**config.mk**
```make
export PLATFORM = sky130hd
export DESIGN_NAME = three_channel_interval_timer
export DESIGN_NICKNAME = d
export VERILOG_FILES = /design/src/design/three_channel_interval_timer.v
export VERILOG_INCLUDE_DIRS = /design/src /design/src/inc
export SDC_FILE = /design/constraint.sdc
export NUM_CORES = 1
export LEC_CHECK = 0
export BUFFER_PORTS_ARGS = -buffer_cell sky130_fd_sc_hd__buf_4
export CAP_MARGIN = 0
export CORE_ASPECT_RATIO = 2
export CORE_MARGIN = 4
export CORE_UTILIZATION = 36
export CTS_CLUSTER_SIZE = 24
export DETAILED_ROUTE_END_ITERATION = 10
export GPL_TIMING_DRIVEN = 0
export HOLD_SLACK_MARGIN = 0.06
export PLACE_DENSITY = 0.59
export SLEW_MARGIN = 20
export SYNTH_ARGS = -nofsm -noshare
export SYNTH_HDL_FRONTEND = slang
export SYNTH_SLANG_ARGS = --single-unit
```
**constraint.sdc**
```tcl
create_clock -name mclk -period 5.1 [get_ports mclk]
set_input_delay 0.255 -clock mclk [delete_from_list [all_inputs] [get_ports mclk]]
set_output_delay 0.255 -clock mclk [all_outputs]
set_load 0.01 [all_outputs]
```
**src/inc/timer_map.vh**
```
/*
  Constants of the three-channel interval timer: port offsets on the
  register bus, control word fields, access and mode codes, reset values.
  Assumes inclusion by bare name from the design file only.
*/
// Functional notes
// - Count zero means 65536 steps, mode 0 minimum one
// - Modes 2/3 minimum two; mode 3 one gives 65537
// - Mode 0: low on programming, count after full write
// - Mode 0: high at terminal count until reprogrammed
// - Mode 0: gate low holds count, high resumes
// - Mode 0 one byte: rewrite restarts next clock
// - Mode 0 two bytes: low byte halts, high restarts
// - Mode 1: gate rise drives output low, high at end
// - Mode 1: gate ignored once triggered; retrigger reloads
// - Mode 2: high on programming, starts by write or gate
// - Mode 2: one-clock low pulse every n clocks
// - Mode 2: new count after current period ends
// - Mode 2: gate low forces high, rise restarts
// - Mode 3: square wave, odd n high one longer
// - Mode 3: new count at next output transition
// - Mode 3: gate behaviour same as mode 2
// - Mode 4: one-clock low strobe at terminal count
// - Mode 4: gate return reloads programmed count
// - Mode 5: gate triggered like mode 1, strobe output
// - Count down by one, by two in mode 3
// - Latch command captures count without disturbing it
// - Control word: select, access, mode, decimal bit
// - Access codes: latch, low, high, low then high
// - Decimal bit selects four BCD decades, else binary
`ifndef TIMER_MAP_VH
`define TIMER_MAP_VH

// Bus byte offsets of the four ports
`define OFS_CNT0 8'h00
`define OFS_CNT1 8'h04
`define OFS_CNT2 8'h08
`define OFS_CTRL 8'h0C

// Control word fields
`define CW_SEL_HI 7
`define CW_SEL_LO 6
`define CW_ACC_HI 5
`define CW_ACC_LO 4
`define CW_MODE_HI 3
`define CW_MODE_LO 1
`define CW_BCD 0

// Byte access codes
`define ACC_LATCH 2'h0
`define ACC_LOW 2'h1
`define ACC_HIGH 2'h2
`define ACC_BOTH 2'h3

// Operating modes after normalising
`define MODE_0 3'h0
`define MODE_1 3'h1
`define MODE_2 3'h2
`define MODE_3 3'h3
`define MODE_4 3'h4
`define MODE_5 3'h5

// Reset values
`define RST_MODE 3'h0
`define RST_ACC 2'h1
`define RST_CNT 16'h0000
`define RST_OUT 1'b0

`endif

```
**src/design/three_channel_interval_timer.v**
```verilog
/*
  Three independent 16-bit down-counters with six modes, binary or BCD,
  programmed through an AHB-Lite slave with four 8-bit ports.
  Assumes a single AHB-Lite master; counting clocks and gates are
  asynchronous pins and are sampled through two flip-flops on mclk.
*/
`timescale 1ns/1ps
`include "timer_map.vh"

module three_channel_interval_timer (
  // Clock, reset, enable
  input wire mclk,
  input wire rst,
  input wire ce,
  // AHB-Lite slave
  input wire hsel,
  input wire [31:0] haddr,
  input wire [1:0] htrans,
  input wire hwrite,
  input wire [2:0] hsize,
  input wire [31:0] hwdata,
  input wire hready,
  output wire hreadyout,
  output wire hresp,
  output reg [31:0] hrdata,
  // Counter pins
  input wire [2:0] counting_clock_input,
  input wire [2:0] trigger_gate_input,
  output reg [2:0] counter_output_pin
);

  // ****************************************
  // Helpers
  // ****************************************
  // Returns {hit, port}: port 0..2 counters, 3 control word
  function [2:0] port_decode;
    input [7:0] a;
    begin
      if (a == `OFS_CNT0) begin
        port_decode = 3'h4;
      end else if (a == `OFS_CNT1) begin
        port_decode = 3'h5;
      end else if (a == `OFS_CNT2) begin
        port_decode = 3'h6;
      end else if (a == `OFS_CTRL) begin
        port_decode = 3'h7;
      end else begin
        port_decode = 3'h0;
      end
    end
  endfunction

  // Down-count by step, binary wraps at 16 bits, BCD at 9999
  function [15:0] count_down;
    input [15:0] v;
    input [1:0] step;
    input bcd;
    integer k;
    integer d;
    integer b;
    reg [15:0] r;
    begin
      r = 16'h0000;
      b = step;
      for (k = 0; k < 4; k = k + 1) begin
        d = v[k*4 +: 4];
        d = d - b;
        if (d < 0) begin
          d = d + 10;
          b = 1;
        end else begin
          b = 0;
        end
        r[k*4 +: 4] = d[3:0];
      end
      if (bcd) begin
        count_down = r;
      end else begin
        count_down = v - {14'h0000, step};
      end
    end
  endfunction

  // ****************************************
  // State
  // ****************************************
  reg [2:0] mode_reg [0:2];
  reg [1:0] acc_reg [0:2];
  reg [15:0] cnt_reg [0:2];
  reg [15:0] cr_reg [0:2];
  reg [15:0] latch_reg [0:2];
  reg [2:0] bcd_reg;
  reg [2:0] latched_reg;
  reg [2:0] rd_hi_reg;
  reg [2:0] wr_hi_reg;
  reg [2:0] run_reg;
  reg [2:0] load_reg;
  reg [2:0] have_cr_reg;
  reg [2:0] trig_reg;
  reg [2:0] strobe_reg;
  reg [2:0] cclk_s1_reg;
  reg [2:0] cclk_s2_reg;
  reg [2:0] cclk_d_reg;
  reg [2:0] gate_s1_reg;
  reg [2:0] gate_s2_reg;
  reg [2:0] gate_d_reg;
  reg wr_pend_reg;
  reg [1:0] wr_port_reg;
  reg [15:0] dn_val [0:2];
  reg [2:0] toggle_m3;
  reg [2:0] a_dec;
  reg [7:0] rbyte;
  reg [15:0] rsrc;
  reg [2:0] cw_mode;
  integer i;
  integer ch;

  wire [2:0] tick = cclk_s2_reg & ~cclk_d_reg;
  wire [2:0] grise = gate_s2_reg & ~gate_d_reg;
  wire [2:0] gate = gate_s2_reg;
  wire addr_ok = hsel & hready & htrans[1];
  wire [7:0] wd = hwdata[7:0];
  wire [1:0] wsel = wd[`CW_SEL_HI:`CW_SEL_LO];
  wire [1:0] wacc = wd[`CW_ACC_HI:`CW_ACC_LO];

  assign hreadyout = 1'b1;
  assign hresp = 1'b0;

  // ****************************************
  // Next count per channel
  // ****************************************
  always @* begin
    for (ch = 0; ch < 3; ch = ch + 1) begin
      if (mode_reg[ch] == `MODE_3) begin
        // Odd count: first step 1 on high half, 3 on low half
        if (cnt_reg[ch][0]) begin
          dn_val[ch] = count_down(cnt_reg[ch], counter_output_pin[ch] ? 2'd1 : 2'd3, bcd_reg[ch]);
        end else begin
          dn_val[ch] = count_down(cnt_reg[ch], 2'd2, bcd_reg[ch]);
        end
        // A first step of 1 landing on zero is no transition: count 1 acts as 10001H
        toggle_m3[ch] = (dn_val[ch] == 16'h0000) && !(cnt_reg[ch][0] && counter_output_pin[ch]);
      end else begin
        dn_val[ch] = count_down(cnt_reg[ch], 2'd1, bcd_reg[ch]);
        toggle_m3[ch] = 1'b0;
      end
    end
    a_dec = port_decode(haddr[7:0]);
    rsrc = latched_reg[a_dec[1:0] == 2'h3 ? 0 : a_dec[1:0]] ?
      latch_reg[a_dec[1:0] == 2'h3 ? 0 : a_dec[1:0]] : cnt_reg[a_dec[1:0] == 2'h3 ? 0 : a_dec[1:0]];
    case (acc_reg[a_dec[1:0] == 2'h3 ? 0 : a_dec[1:0]])
      `ACC_HIGH: rbyte = rsrc[15:8];
      `ACC_BOTH: rbyte = rd_hi_reg[a_dec[1:0] == 2'h3 ? 0 : a_dec[1:0]] ? rsrc[15:8] : rsrc[7:0];
      default: rbyte = rsrc[7:0];
    endcase
    // Modes 6 and 7 fold onto 2 and 3
    cw_mode = wd[2] ? {1'b0, wd[2:1]} : wd[`CW_MODE_HI:`CW_MODE_LO];
  end

  // ****************************************
  // Sequential logic
  // ****************************************
  always @(posedge mclk) begin
    if (rst) begin
      for (i = 0; i < 3; i = i + 1) begin
        mode_reg[i] <= `RST_MODE;
        acc_reg[i] <= `RST_ACC;
        cnt_reg[i] <= `RST_CNT;
        cr_reg[i] <= `RST_CNT;
        latch_reg[i] <= `RST_CNT;
      end
      bcd_reg <= 3'h0;
      latched_reg <= 3'h0;
      rd_hi_reg <= 3'h0;
      wr_hi_reg <= 3'h0;
      run_reg <= 3'h0;
      load_reg <= 3'h0;
      have_cr_reg <= 3'h0;
      trig_reg <= 3'h0;
      strobe_reg <= 3'h0;
      counter_output_pin <= {3{`RST_OUT}};
      cclk_s1_reg <= 3'h0;
      cclk_s2_reg <= 3'h0;
      cclk_d_reg <= 3'h0;
      gate_s1_reg <= 3'h0;
      gate_s2_reg <= 3'h0;
      gate_d_reg <= 3'h0;
      wr_pend_reg <= 1'b0;
      wr_port_reg <= 2'h0;
      hrdata <= 32'h00000000;
    end else if (ce) begin
      cclk_s1_reg <= counting_clock_input;
      cclk_s2_reg <= cclk_s1_reg;
      cclk_d_reg <= cclk_s2_reg;
      gate_s1_reg <= trigger_gate_input;
      gate_s2_reg <= gate_s1_reg;
      gate_d_reg <= gate_s2_reg;

      // Each channel runs from its own clock and gate
      for (i = 0; i < 3; i = i + 1) begin
        if (tick[i]) begin
          trig_reg[i] <= 1'b0;
          case (mode_reg[i])
            `MODE_0, `MODE_4: begin
              if (load_reg[i]) begin
                cnt_reg[i] <= cr_reg[i];
                load_reg[i] <= 1'b0;
                run_reg[i] <= 1'b1;
                strobe_reg[i] <= 1'b0;
                if (mode_reg[i] == `MODE_0) begin
                  counter_output_pin[i] <= 1'b0;
                end else begin
                  counter_output_pin[i] <= 1'b1;
                end
              end else if (strobe_reg[i]) begin
                counter_output_pin[i] <= 1'b1;
                strobe_reg[i] <= 1'b0;
                run_reg[i] <= 1'b0;
              end else if (run_reg[i] && gate[i]) begin
                if (mode_reg[i] == `MODE_4 && trig_reg[i]) begin
                  cnt_reg[i] <= cr_reg[i];
                end else begin
                  cnt_reg[i] <= dn_val[i];
                  if (dn_val[i] == 16'h0000) begin
                    if (mode_reg[i] == `MODE_0) begin
                      counter_output_pin[i] <= 1'b1;
                    end else begin
                      counter_output_pin[i] <= 1'b0;
                      strobe_reg[i] <= 1'b1;
                    end
                  end
                end
              end
            end
            `MODE_1, `MODE_5: begin
              if (trig_reg[i] && have_cr_reg[i]) begin
                cnt_reg[i] <= cr_reg[i];
                run_reg[i] <= 1'b1;
                strobe_reg[i] <= 1'b0;
                counter_output_pin[i] <= (mode_reg[i] == `MODE_5);
              end else if (strobe_reg[i]) begin
                counter_output_pin[i] <= 1'b1;
                strobe_reg[i] <= 1'b0;
                run_reg[i] <= 1'b0;
              end else if (run_reg[i]) begin
                cnt_reg[i] <= dn_val[i];
                if (dn_val[i] == 16'h0000) begin
                  if (mode_reg[i] == `MODE_1) begin
                    counter_output_pin[i] <= 1'b1;
                    run_reg[i] <= 1'b0;
                  end else begin
                    counter_output_pin[i] <= 1'b0;
                    strobe_reg[i] <= 1'b1;
                  end
                end
              end
            end
            default: begin
              // Modes 2 and 3
              if (gate[i] && have_cr_reg[i] && (trig_reg[i] || (load_reg[i] && !run_reg[i]))) begin
                cnt_reg[i] <= cr_reg[i];
                load_reg[i] <= 1'b0;
                run_reg[i] <= 1'b1;
                counter_output_pin[i] <= 1'b1;
              end else if (run_reg[i] && gate[i]) begin
                if (mode_reg[i] == `MODE_2) begin
                  if (cnt_reg[i] == 16'h0001) begin
                    cnt_reg[i] <= cr_reg[i];
                    load_reg[i] <= 1'b0;
                    counter_output_pin[i] <= 1'b1;
                  end else begin
                    cnt_reg[i] <= dn_val[i];
                    if (dn_val[i] == 16'h0001) begin
                      counter_output_pin[i] <= 1'b0;
                    end
                  end
                end else if (toggle_m3[i]) begin
                  cnt_reg[i] <= cr_reg[i];
                  load_reg[i] <= 1'b0;
                  counter_output_pin[i] <= ~counter_output_pin[i];
                end else begin
                  cnt_reg[i] <= dn_val[i];
                end
              end
            end
          endcase
        end
        if (grise[i]) begin
          trig_reg[i] <= 1'b1;
        end
        if ((mode_reg[i] == `MODE_2 || mode_reg[i] == `MODE_3) && !gate[i]) begin
          counter_output_pin[i] <= 1'b1;
          run_reg[i] <= 1'b0;
        end
      end

      // Bus address phase
      wr_pend_reg <= addr_ok & hwrite & a_dec[2];
      wr_port_reg <= a_dec[1:0];
      if (addr_ok && !hwrite) begin
        if (a_dec[2] && a_dec[1:0] != 2'h3) begin
          hrdata <= {24'h000000, rbyte};
          if (acc_reg[a_dec[1:0]] == `ACC_BOTH) begin
            rd_hi_reg[a_dec[1:0]] <= ~rd_hi_reg[a_dec[1:0]];
          end
          if (acc_reg[a_dec[1:0]] != `ACC_BOTH || rd_hi_reg[a_dec[1:0]]) begin
            latched_reg[a_dec[1:0]] <= 1'b0;
          end
        end else begin
          hrdata <= 32'h00000000;
        end
      end

      // Bus data phase: write
      if (wr_pend_reg) begin
        if (wr_port_reg == 2'h3) begin
          if (wsel != 2'h3) begin
            if (wacc == `ACC_LATCH) begin
              if (!latched_reg[wsel]) begin
                latch_reg[wsel] <= cnt_reg[wsel];
                latched_reg[wsel] <= 1'b1;
                rd_hi_reg[wsel] <= 1'b0;
              end
            end else begin
              mode_reg[wsel] <= cw_mode;
              acc_reg[wsel] <= wacc;
              bcd_reg[wsel] <= wd[`CW_BCD];
              counter_output_pin[wsel] <= (cw_mode != `MODE_0);
              cnt_reg[wsel] <= `RST_CNT;
              run_reg[wsel] <= 1'b0;
              load_reg[wsel] <= 1'b0;
              have_cr_reg[wsel] <= 1'b0;
              trig_reg[wsel] <= 1'b0;
              strobe_reg[wsel] <= 1'b0;
              wr_hi_reg[wsel] <= 1'b0;
              rd_hi_reg[wsel] <= 1'b0;
              latched_reg[wsel] <= 1'b0;
            end
          end
        end else begin
          case (acc_reg[wr_port_reg])
            `ACC_LOW: begin
              cr_reg[wr_port_reg] <= {8'h00, wd};
            end
            `ACC_HIGH: begin
              cr_reg[wr_port_reg] <= {wd, 8'h00};
            end
            default: begin
              if (!wr_hi_reg[wr_port_reg]) begin
                cr_reg[wr_port_reg][7:0] <= wd;
              end else begin
                cr_reg[wr_port_reg][15:8] <= wd;
              end
              wr_hi_reg[wr_port_reg] <= ~wr_hi_reg[wr_port_reg];
            end
          endcase
          if (acc_reg[wr_port_reg] != `ACC_BOTH || wr_hi_reg[wr_port_reg]) begin
            have_cr_reg[wr_port_reg] <= 1'b1;
            load_reg[wr_port_reg] <= 1'b1;
          end
          if (mode_reg[wr_port_reg] == `MODE_0) begin
            run_reg[wr_port_reg] <= 1'b0;
          end
        end
      end
    end
  end

endmodule

```
Word level (Yosys, flattened, before mapping)

Memory sizes are Yosys's and may differ from the RTL's. A register that Yosys moved wholly into a read port is not among the register bits.
Cells that the tools add are included.

Register bits: 83
Latch bits: 0
Memory bits (writable): 159
Bits in read-only memories: 0
Input bits: 81
Memories kept: 5

Add/sub/neg operators: 81
Multiply operators: 0
Divide/modulo/power cells: 0
Magnitude comparators: 43
Equal/unequal tests: 38
Shifts and indexed selects: 0
Multiplexer cells: 730
Bitwise logic cells: 63
Reductions and logical operators: 82

Memories:

| memory    | words | bits a word | read ports | clocked after memory_dff | wr ports | line                              | RTL |
|---|---|---|---|---|---|---|---|
| cnt_reg   | 3     | 16          | 5          | 0                        | 4        | three_channel_interval_timer.v:89 | `reg [15:0] cnt_reg [0:2];` |
| cr_reg    | 3     | 16          | 3          | 0                        | 3        | three_channel_interval_timer.v:90 | `reg [15:0] cr_reg [0:2];` |
| latch_reg | 3     | 16          | 1          | 0                        | 3        | three_channel_interval_timer.v:91 | `reg [15:0] latch_reg [0:2];` |
| mode_reg  | 3     | 3           | 4          | 1                        | 3        | three_channel_interval_timer.v:87 | `reg [2:0] mode_reg [0:2];` |
| acc_reg   | 3     | 2           | 3          | 1                        | 3        | three_channel_interval_timer.v:88 | `reg [1:0] acc_reg [0:2];` |

Operators with widths:

| kind                  | number |
|---|---|
| $mux 32               | 45 |
| $lt 32x1->1 const B   | 27 |
| $sub 5x32->32         | 27 |
| $mux 16               | 52 |
| $mux 1                | 498 |
| $mux 3                | 56 |
| $add 4x4->4 const B   | 36 |
| $mux 4                | 36 |
| $eq 16x1->1 const B   | 6 |
| $logic_not 16->1      | 6 |
| $sub 16x1->16 const B | 3 |
| $sub 16x2->16         | 3 |
| $sub 16x2->16 const B | 3 |
| $lt 5x1->1 const B    | 9 |
| $and 3x3->3           | 12 |
| $or 1x1->1            | 33 |
| $logic_and 1x1->1     | 32 |
| $mux 8                | 4 |
| $reduce_or 16->1      | 2 |
| $mux 2                | 14 |
| $pmux 1 s2            | 12 |
| $eq 3x2->1 const B    | 6 |
| $eq 3x3->1 const B    | 6 |
| $eq 8x4->1 const B    | 2 |
| 31 further kinds      | 107 |

Depth between registers and ports, before layout

Depth after elaboration: 39
Gate-level depth with buffers: 27
Depth with buffers taken out: 23

Worst setup path after synthesis

No wires, ideal clock.

Kind: register to register
Start point: mem cnt_reg[0][0]
End point: reg counter_output_pin[0]
Setup time: 74 ps
Data arrival time: 5,233 ps
Slack: -208 ps
Cell stages (with the launch flop): 24
Clock period less this slack: 5,308 ps
Cells stage by stage: dfxtp_1 -> clkbuf_1 -> clkinv_1 -> clkbuf_1 -> ha_1 -> nor3b_1 -> ha_1 -> and2_1 -> ha_1 -> ha_1 -> and2_1 -> ha_1 -> ha_1 -> ha_1 -> xor2_1 -> ha_1 -> mux2_2 -> o32a_1 -> o21ai_0 -> nand4_1 -> nor4b_1 -> nor2b_1 -> a31oi_1 -> a31oi_1

RTL lines:

| what                          | line                               | RTL |
|---|---|---|
| start, declared               | three_channel_interval_timer.v:89  |  |
| end signal, assigned          | three_channel_interval_timer.v:181 | `` counter_output_pin <= {3{`RST_OUT}}; `` |
| end signal, assigned by index | three_channel_interval_timer.v:240 | `` counter_output_pin[i] <= (mode_reg[i] == `MODE_5); `` |
| end signal, assigned by index | three_channel_interval_timer.v:280 | `counter_output_pin[i] <= ~counter_output_pin[i];` |
| end, declared                 | three_channel_interval_timer.v:29  | `output reg [2:0] counter_output_pin` |

==> results.md <==
* Total Power at 4.69 mW
* Via-per-instance ratio at 6.24
* Die Area at 0.0613 mm2
* Startpoint Class: flip-flop
* Most frequent CP cell: ha_4
* Max Slew Vio Count at 0
* Fin crit period at 5100 ps
* Clk sink count at 231
* IO Count at 118
* Final ANT Viol Nets at 0
* Clk slew on worst S/H paths at 80 ps
* # setup viols final at 0
* Yosys warns at 0
* Die height at 346 um
* Post-synthesis sequential element count at 231
* Max reg flops at 54
* Final period util at 100%
* Crit path max fanout at 6
* Register area share after synthesis at 28.4%
* Final Hold Vio Count at 0
* Die Wd at 177 um
* Hold Path Class: primary input to flip-flop
* Global Route Usage Sum at 31.0%
* Routed via count at 22000
* First-pass GRT wire length at 143000 um
* R2R cell count at 25
* H-tree levels at 1
* Max Cap Violations at 0
* Skew-Pair Late Insertion Delay at 570 ps
* Nets at 2982
* Simple-Gate Fraction of Synth Area at 24.5%
* Worst IR Drop VDD at 0.193 mV
* CTS buffer count at 22
* CP Data Required Time at 5580 ps
* EDFF count, synth at 122
* CP peak stage delay at 430 ps
* Clk root buf: clkbuf_16
* Wire per inst at 27.9 um
* Vias in the first global route at 22400
* Share of cells above drive strength 1 at 15.7%
* Post-Synth XOR/XNOR Area at 5.32%
* Layout area overhead at 21.1%
* DP HPWL at 76600 um
* Core Region at 0.0565 mm2
* Post-synthesis cell area at 0.0206 mm2
* Largest family of logic cells by synthesized area: simple AND/OR/NAND/NOR gates
* Hold_ws at 91.1 ps
* TritonCTS clock tree: done
* Max Clock Freq at 0.196 GHz
* Critical path depth at 25
* Fin Clk Skew at 39.3 ps
* Worst Tran Pin Value at 1160 ps
* Area leader, netlist: edfxtp_1
* Placed inst area at 0.0220 mm2
* Hold path depth at 4
* Leak at 9.29 nW
* Critical path's top delay family: adder cells
* Status: finished clean
* Largest net degree at the start of global routing at 20
* Initial Utilization at 36.4%
* Synth area leaders: edfxtp_1 18%, dfxtp_1 11%, ha_1 8.1%
* # rows at 123
* Crit path kind: flip-flop to flip-flop
* CP max-delay cell: nor4_4
* Area fraction of the dominant cell type after synthesis at 17.8%
* WL final at 98600 um
* Worst path arrival time at 5580 ps
* Synth unique cells at 84
* Buf/Inv on CP at 5
* Top FF cell, synth: edfxtp_1
* Final Wtd Congestion at 1.06
* PortBufs at 35
* Initial antenna violation count at 2
* Synthesized area per cell at 7.94 um2
* Relative slew slack at 22.8%
* Pre-antenna DRT Iters at 7
* Setup TNS at 0 ps
* # DRC at 0
* Synth Area in Compound Gates at 20.7%
* Asr flop ratio synth at 0%
* Crit. End Element: flip-flop
* Maximum clock insertion buffer count at 3
* Mux contribution to synthesized area at 6.03%
* PwrDens at 188 mW/mm2
* RSZ-0062 raised after global routing: true
* Initial DRC count at 2201
* Post-synthesis cell count at 2591
* Fin area at 0.0249 mm2
* Area share of fa/ha/maj cells after synthesis at 8.44%
* Remaining global-route overflow at 0
[timing repair]
action,4_1_cts,5_1_grt
gates resized for setup,246,105
setup buffers,43,37
hold buffers,12,0
pin swaps,31,51
setup endpoints to repair,60,58
endpoints found under the hold margin,16,0
[area by class of cell]
cell class,count,area [um2]
fillers,5740,31600
multi-input cells,2068,14700
flip-flops and latches,231,5890
plain buffers,203,1170
repair buffers,127,1020
well taps,750,938
clock buffers,25,593
inverters,111,452
clock inverters,14,150
diodes,2,5.00
[placed cells by master (no fill, tap or decap), types with 16 or more instances in the layout]
| cell | n |
|---|---|
| nor2_1 | 287 |
| nand2_1 | 233 |
| a21oi_1 | 140 |
| buf_4 | 138 |
| o21ai_0 | 134 |
| clkbuf_1 | 125 |
| edfxtp_1 | 122 |
| mux2i_1 | 104 |
| inv_1 | 102 |
| dfxtp_1 | 92 |
| nand3_1 | 79 |
| ha_1 | 79 |
| o211ai_1 | 77 |
| xnor2_1 | 71 |
| nor3_1 | 54 |
| nor2b_1 | 48 |
| xor2_1 | 40 |
| ha_4 | 40 |
| and2_1 | 39 |
| conb_1 | 37 |
| nand2b_1 | 35 |
| nand4_1 | 35 |
| a31oi_1 | 32 |
| a211oi_1 | 31 |
| clkbuf_16 | 28 |
| nor4_1 | 27 |
| or3_1 | 18 |
| o31ai_1 | 18 |
| buf_1 | 16 |
| nor3b_1 | 16 |
[per-stage QoR]
step | worst slack [ps] | util, % | instances
finish | 1.65 | 44.1 | 3531
global route | -129 | 44.1 | 3529
CTS | -43.4 | 42.8 | 3494
detailed placement | -2280 | 38.9 | 3411
global placement | -2350 | 38.8 | 3411
floorplan | 9.63 | - | 2626
[synth_stat cells (10+ instances only)]
master	number
nand4_1	35
a21o_1	14
nand3_1	80
xnor2_1	74
or4_1	16
or3_1	19
ha_1	134
and3_1	10
a311oi_1	15
a31oi_1	34
a32oi_1	10
a21oi_1	144
clkbuf_1	156
nand3b_1	12
inv_1	106
nand2b_1	35
a211oi_1	36
and2_1	48
nor3_1	62
o22ai_1	10
buf_1	21
o211ai_1	77
or2_2	14
and4_1	10
edfxtp_1	122
o311ai_0	11
o21ai_0	142
nand2_1	233
nor4b_1	12
nor4_1	34
a221oi_1	15
mux2i_1	107
nor2b_1	51
nor3b_1	21
o31ai_1	22
nor2_1	291
buf_4	26
buf_2	11
dfxtp_1	109
xor2_1	51
[metal layers]
layer / track usage [%] / part of all wire, % / wire length [um] / vias to the layer above
met5: 0 / 0.013 / 13 / -
met4: 31.5 / 13 / 12900 / 2
met3: 3.72 / 5.3 / 5260 / 559
met2: 57.6 / 52 / 51100 / 1270
met1: 27.3 / 30 / 29400 / 10400
li1: - / - / - / 9762
[power breakdown]
part / total (mW) / switching [mW] / internal (mW)
Clock: 1.78 / 0.825 / 0.951
Sequential: 2.04 / 0.0440 / 2.00
Combinational: 0.869 / 0.538 / 0.331
[worst register-to-register path, cell delays in order, from the launching register on]
cell        delay (ps)
dfxtp_4            390
buf_4              120
buf_4              110
clkinvlp_4         140
ha_4               200
and2_1             130
ha_2               190
and2_1             170
ha_4               190
ha_4               180
and2_1             170
ha_4               170
ha_2               190
ha_1               210
xor2_2             160
ha_1               330
mux2i_1            210
a21oi_2            120
a22oi_2            190
nand4_1            150
buf_6              180
nor4_4             430
buf_4              210
mux2i_1            210
a221oi_2            80
a21oi_1            170
[logic make-up (layout without fill, tap and decap cells)]
kind of cell / after synthesis / in the layout
XOR/XNOR: 125 / 125
multiplexers: 119 / 119
adder cells (fa/ha/maj): 137 / 137
AND/OR/NAND/NOR: 1009 / 1009
AO/OA/AOI/OAI: 641 / 641
other: 2 / 39
flip-flops: 231 / 231
buffers and inverters: 327 / 480
[final timing paths]
path                           endpoint  slack, ps     startpoint
setup / recovery  counter_output_pin[1]          2  cnt_reg[1][1]
hold reg to reg               hrdata[5]        460      hrdata[5]
setup reg to reg  counter_output_pin[1]          2  cnt_reg[1][1]
hold / removal              wr_pend_reg         90         hwrite
Note: power is estimated with default switching activity, not from simulation.
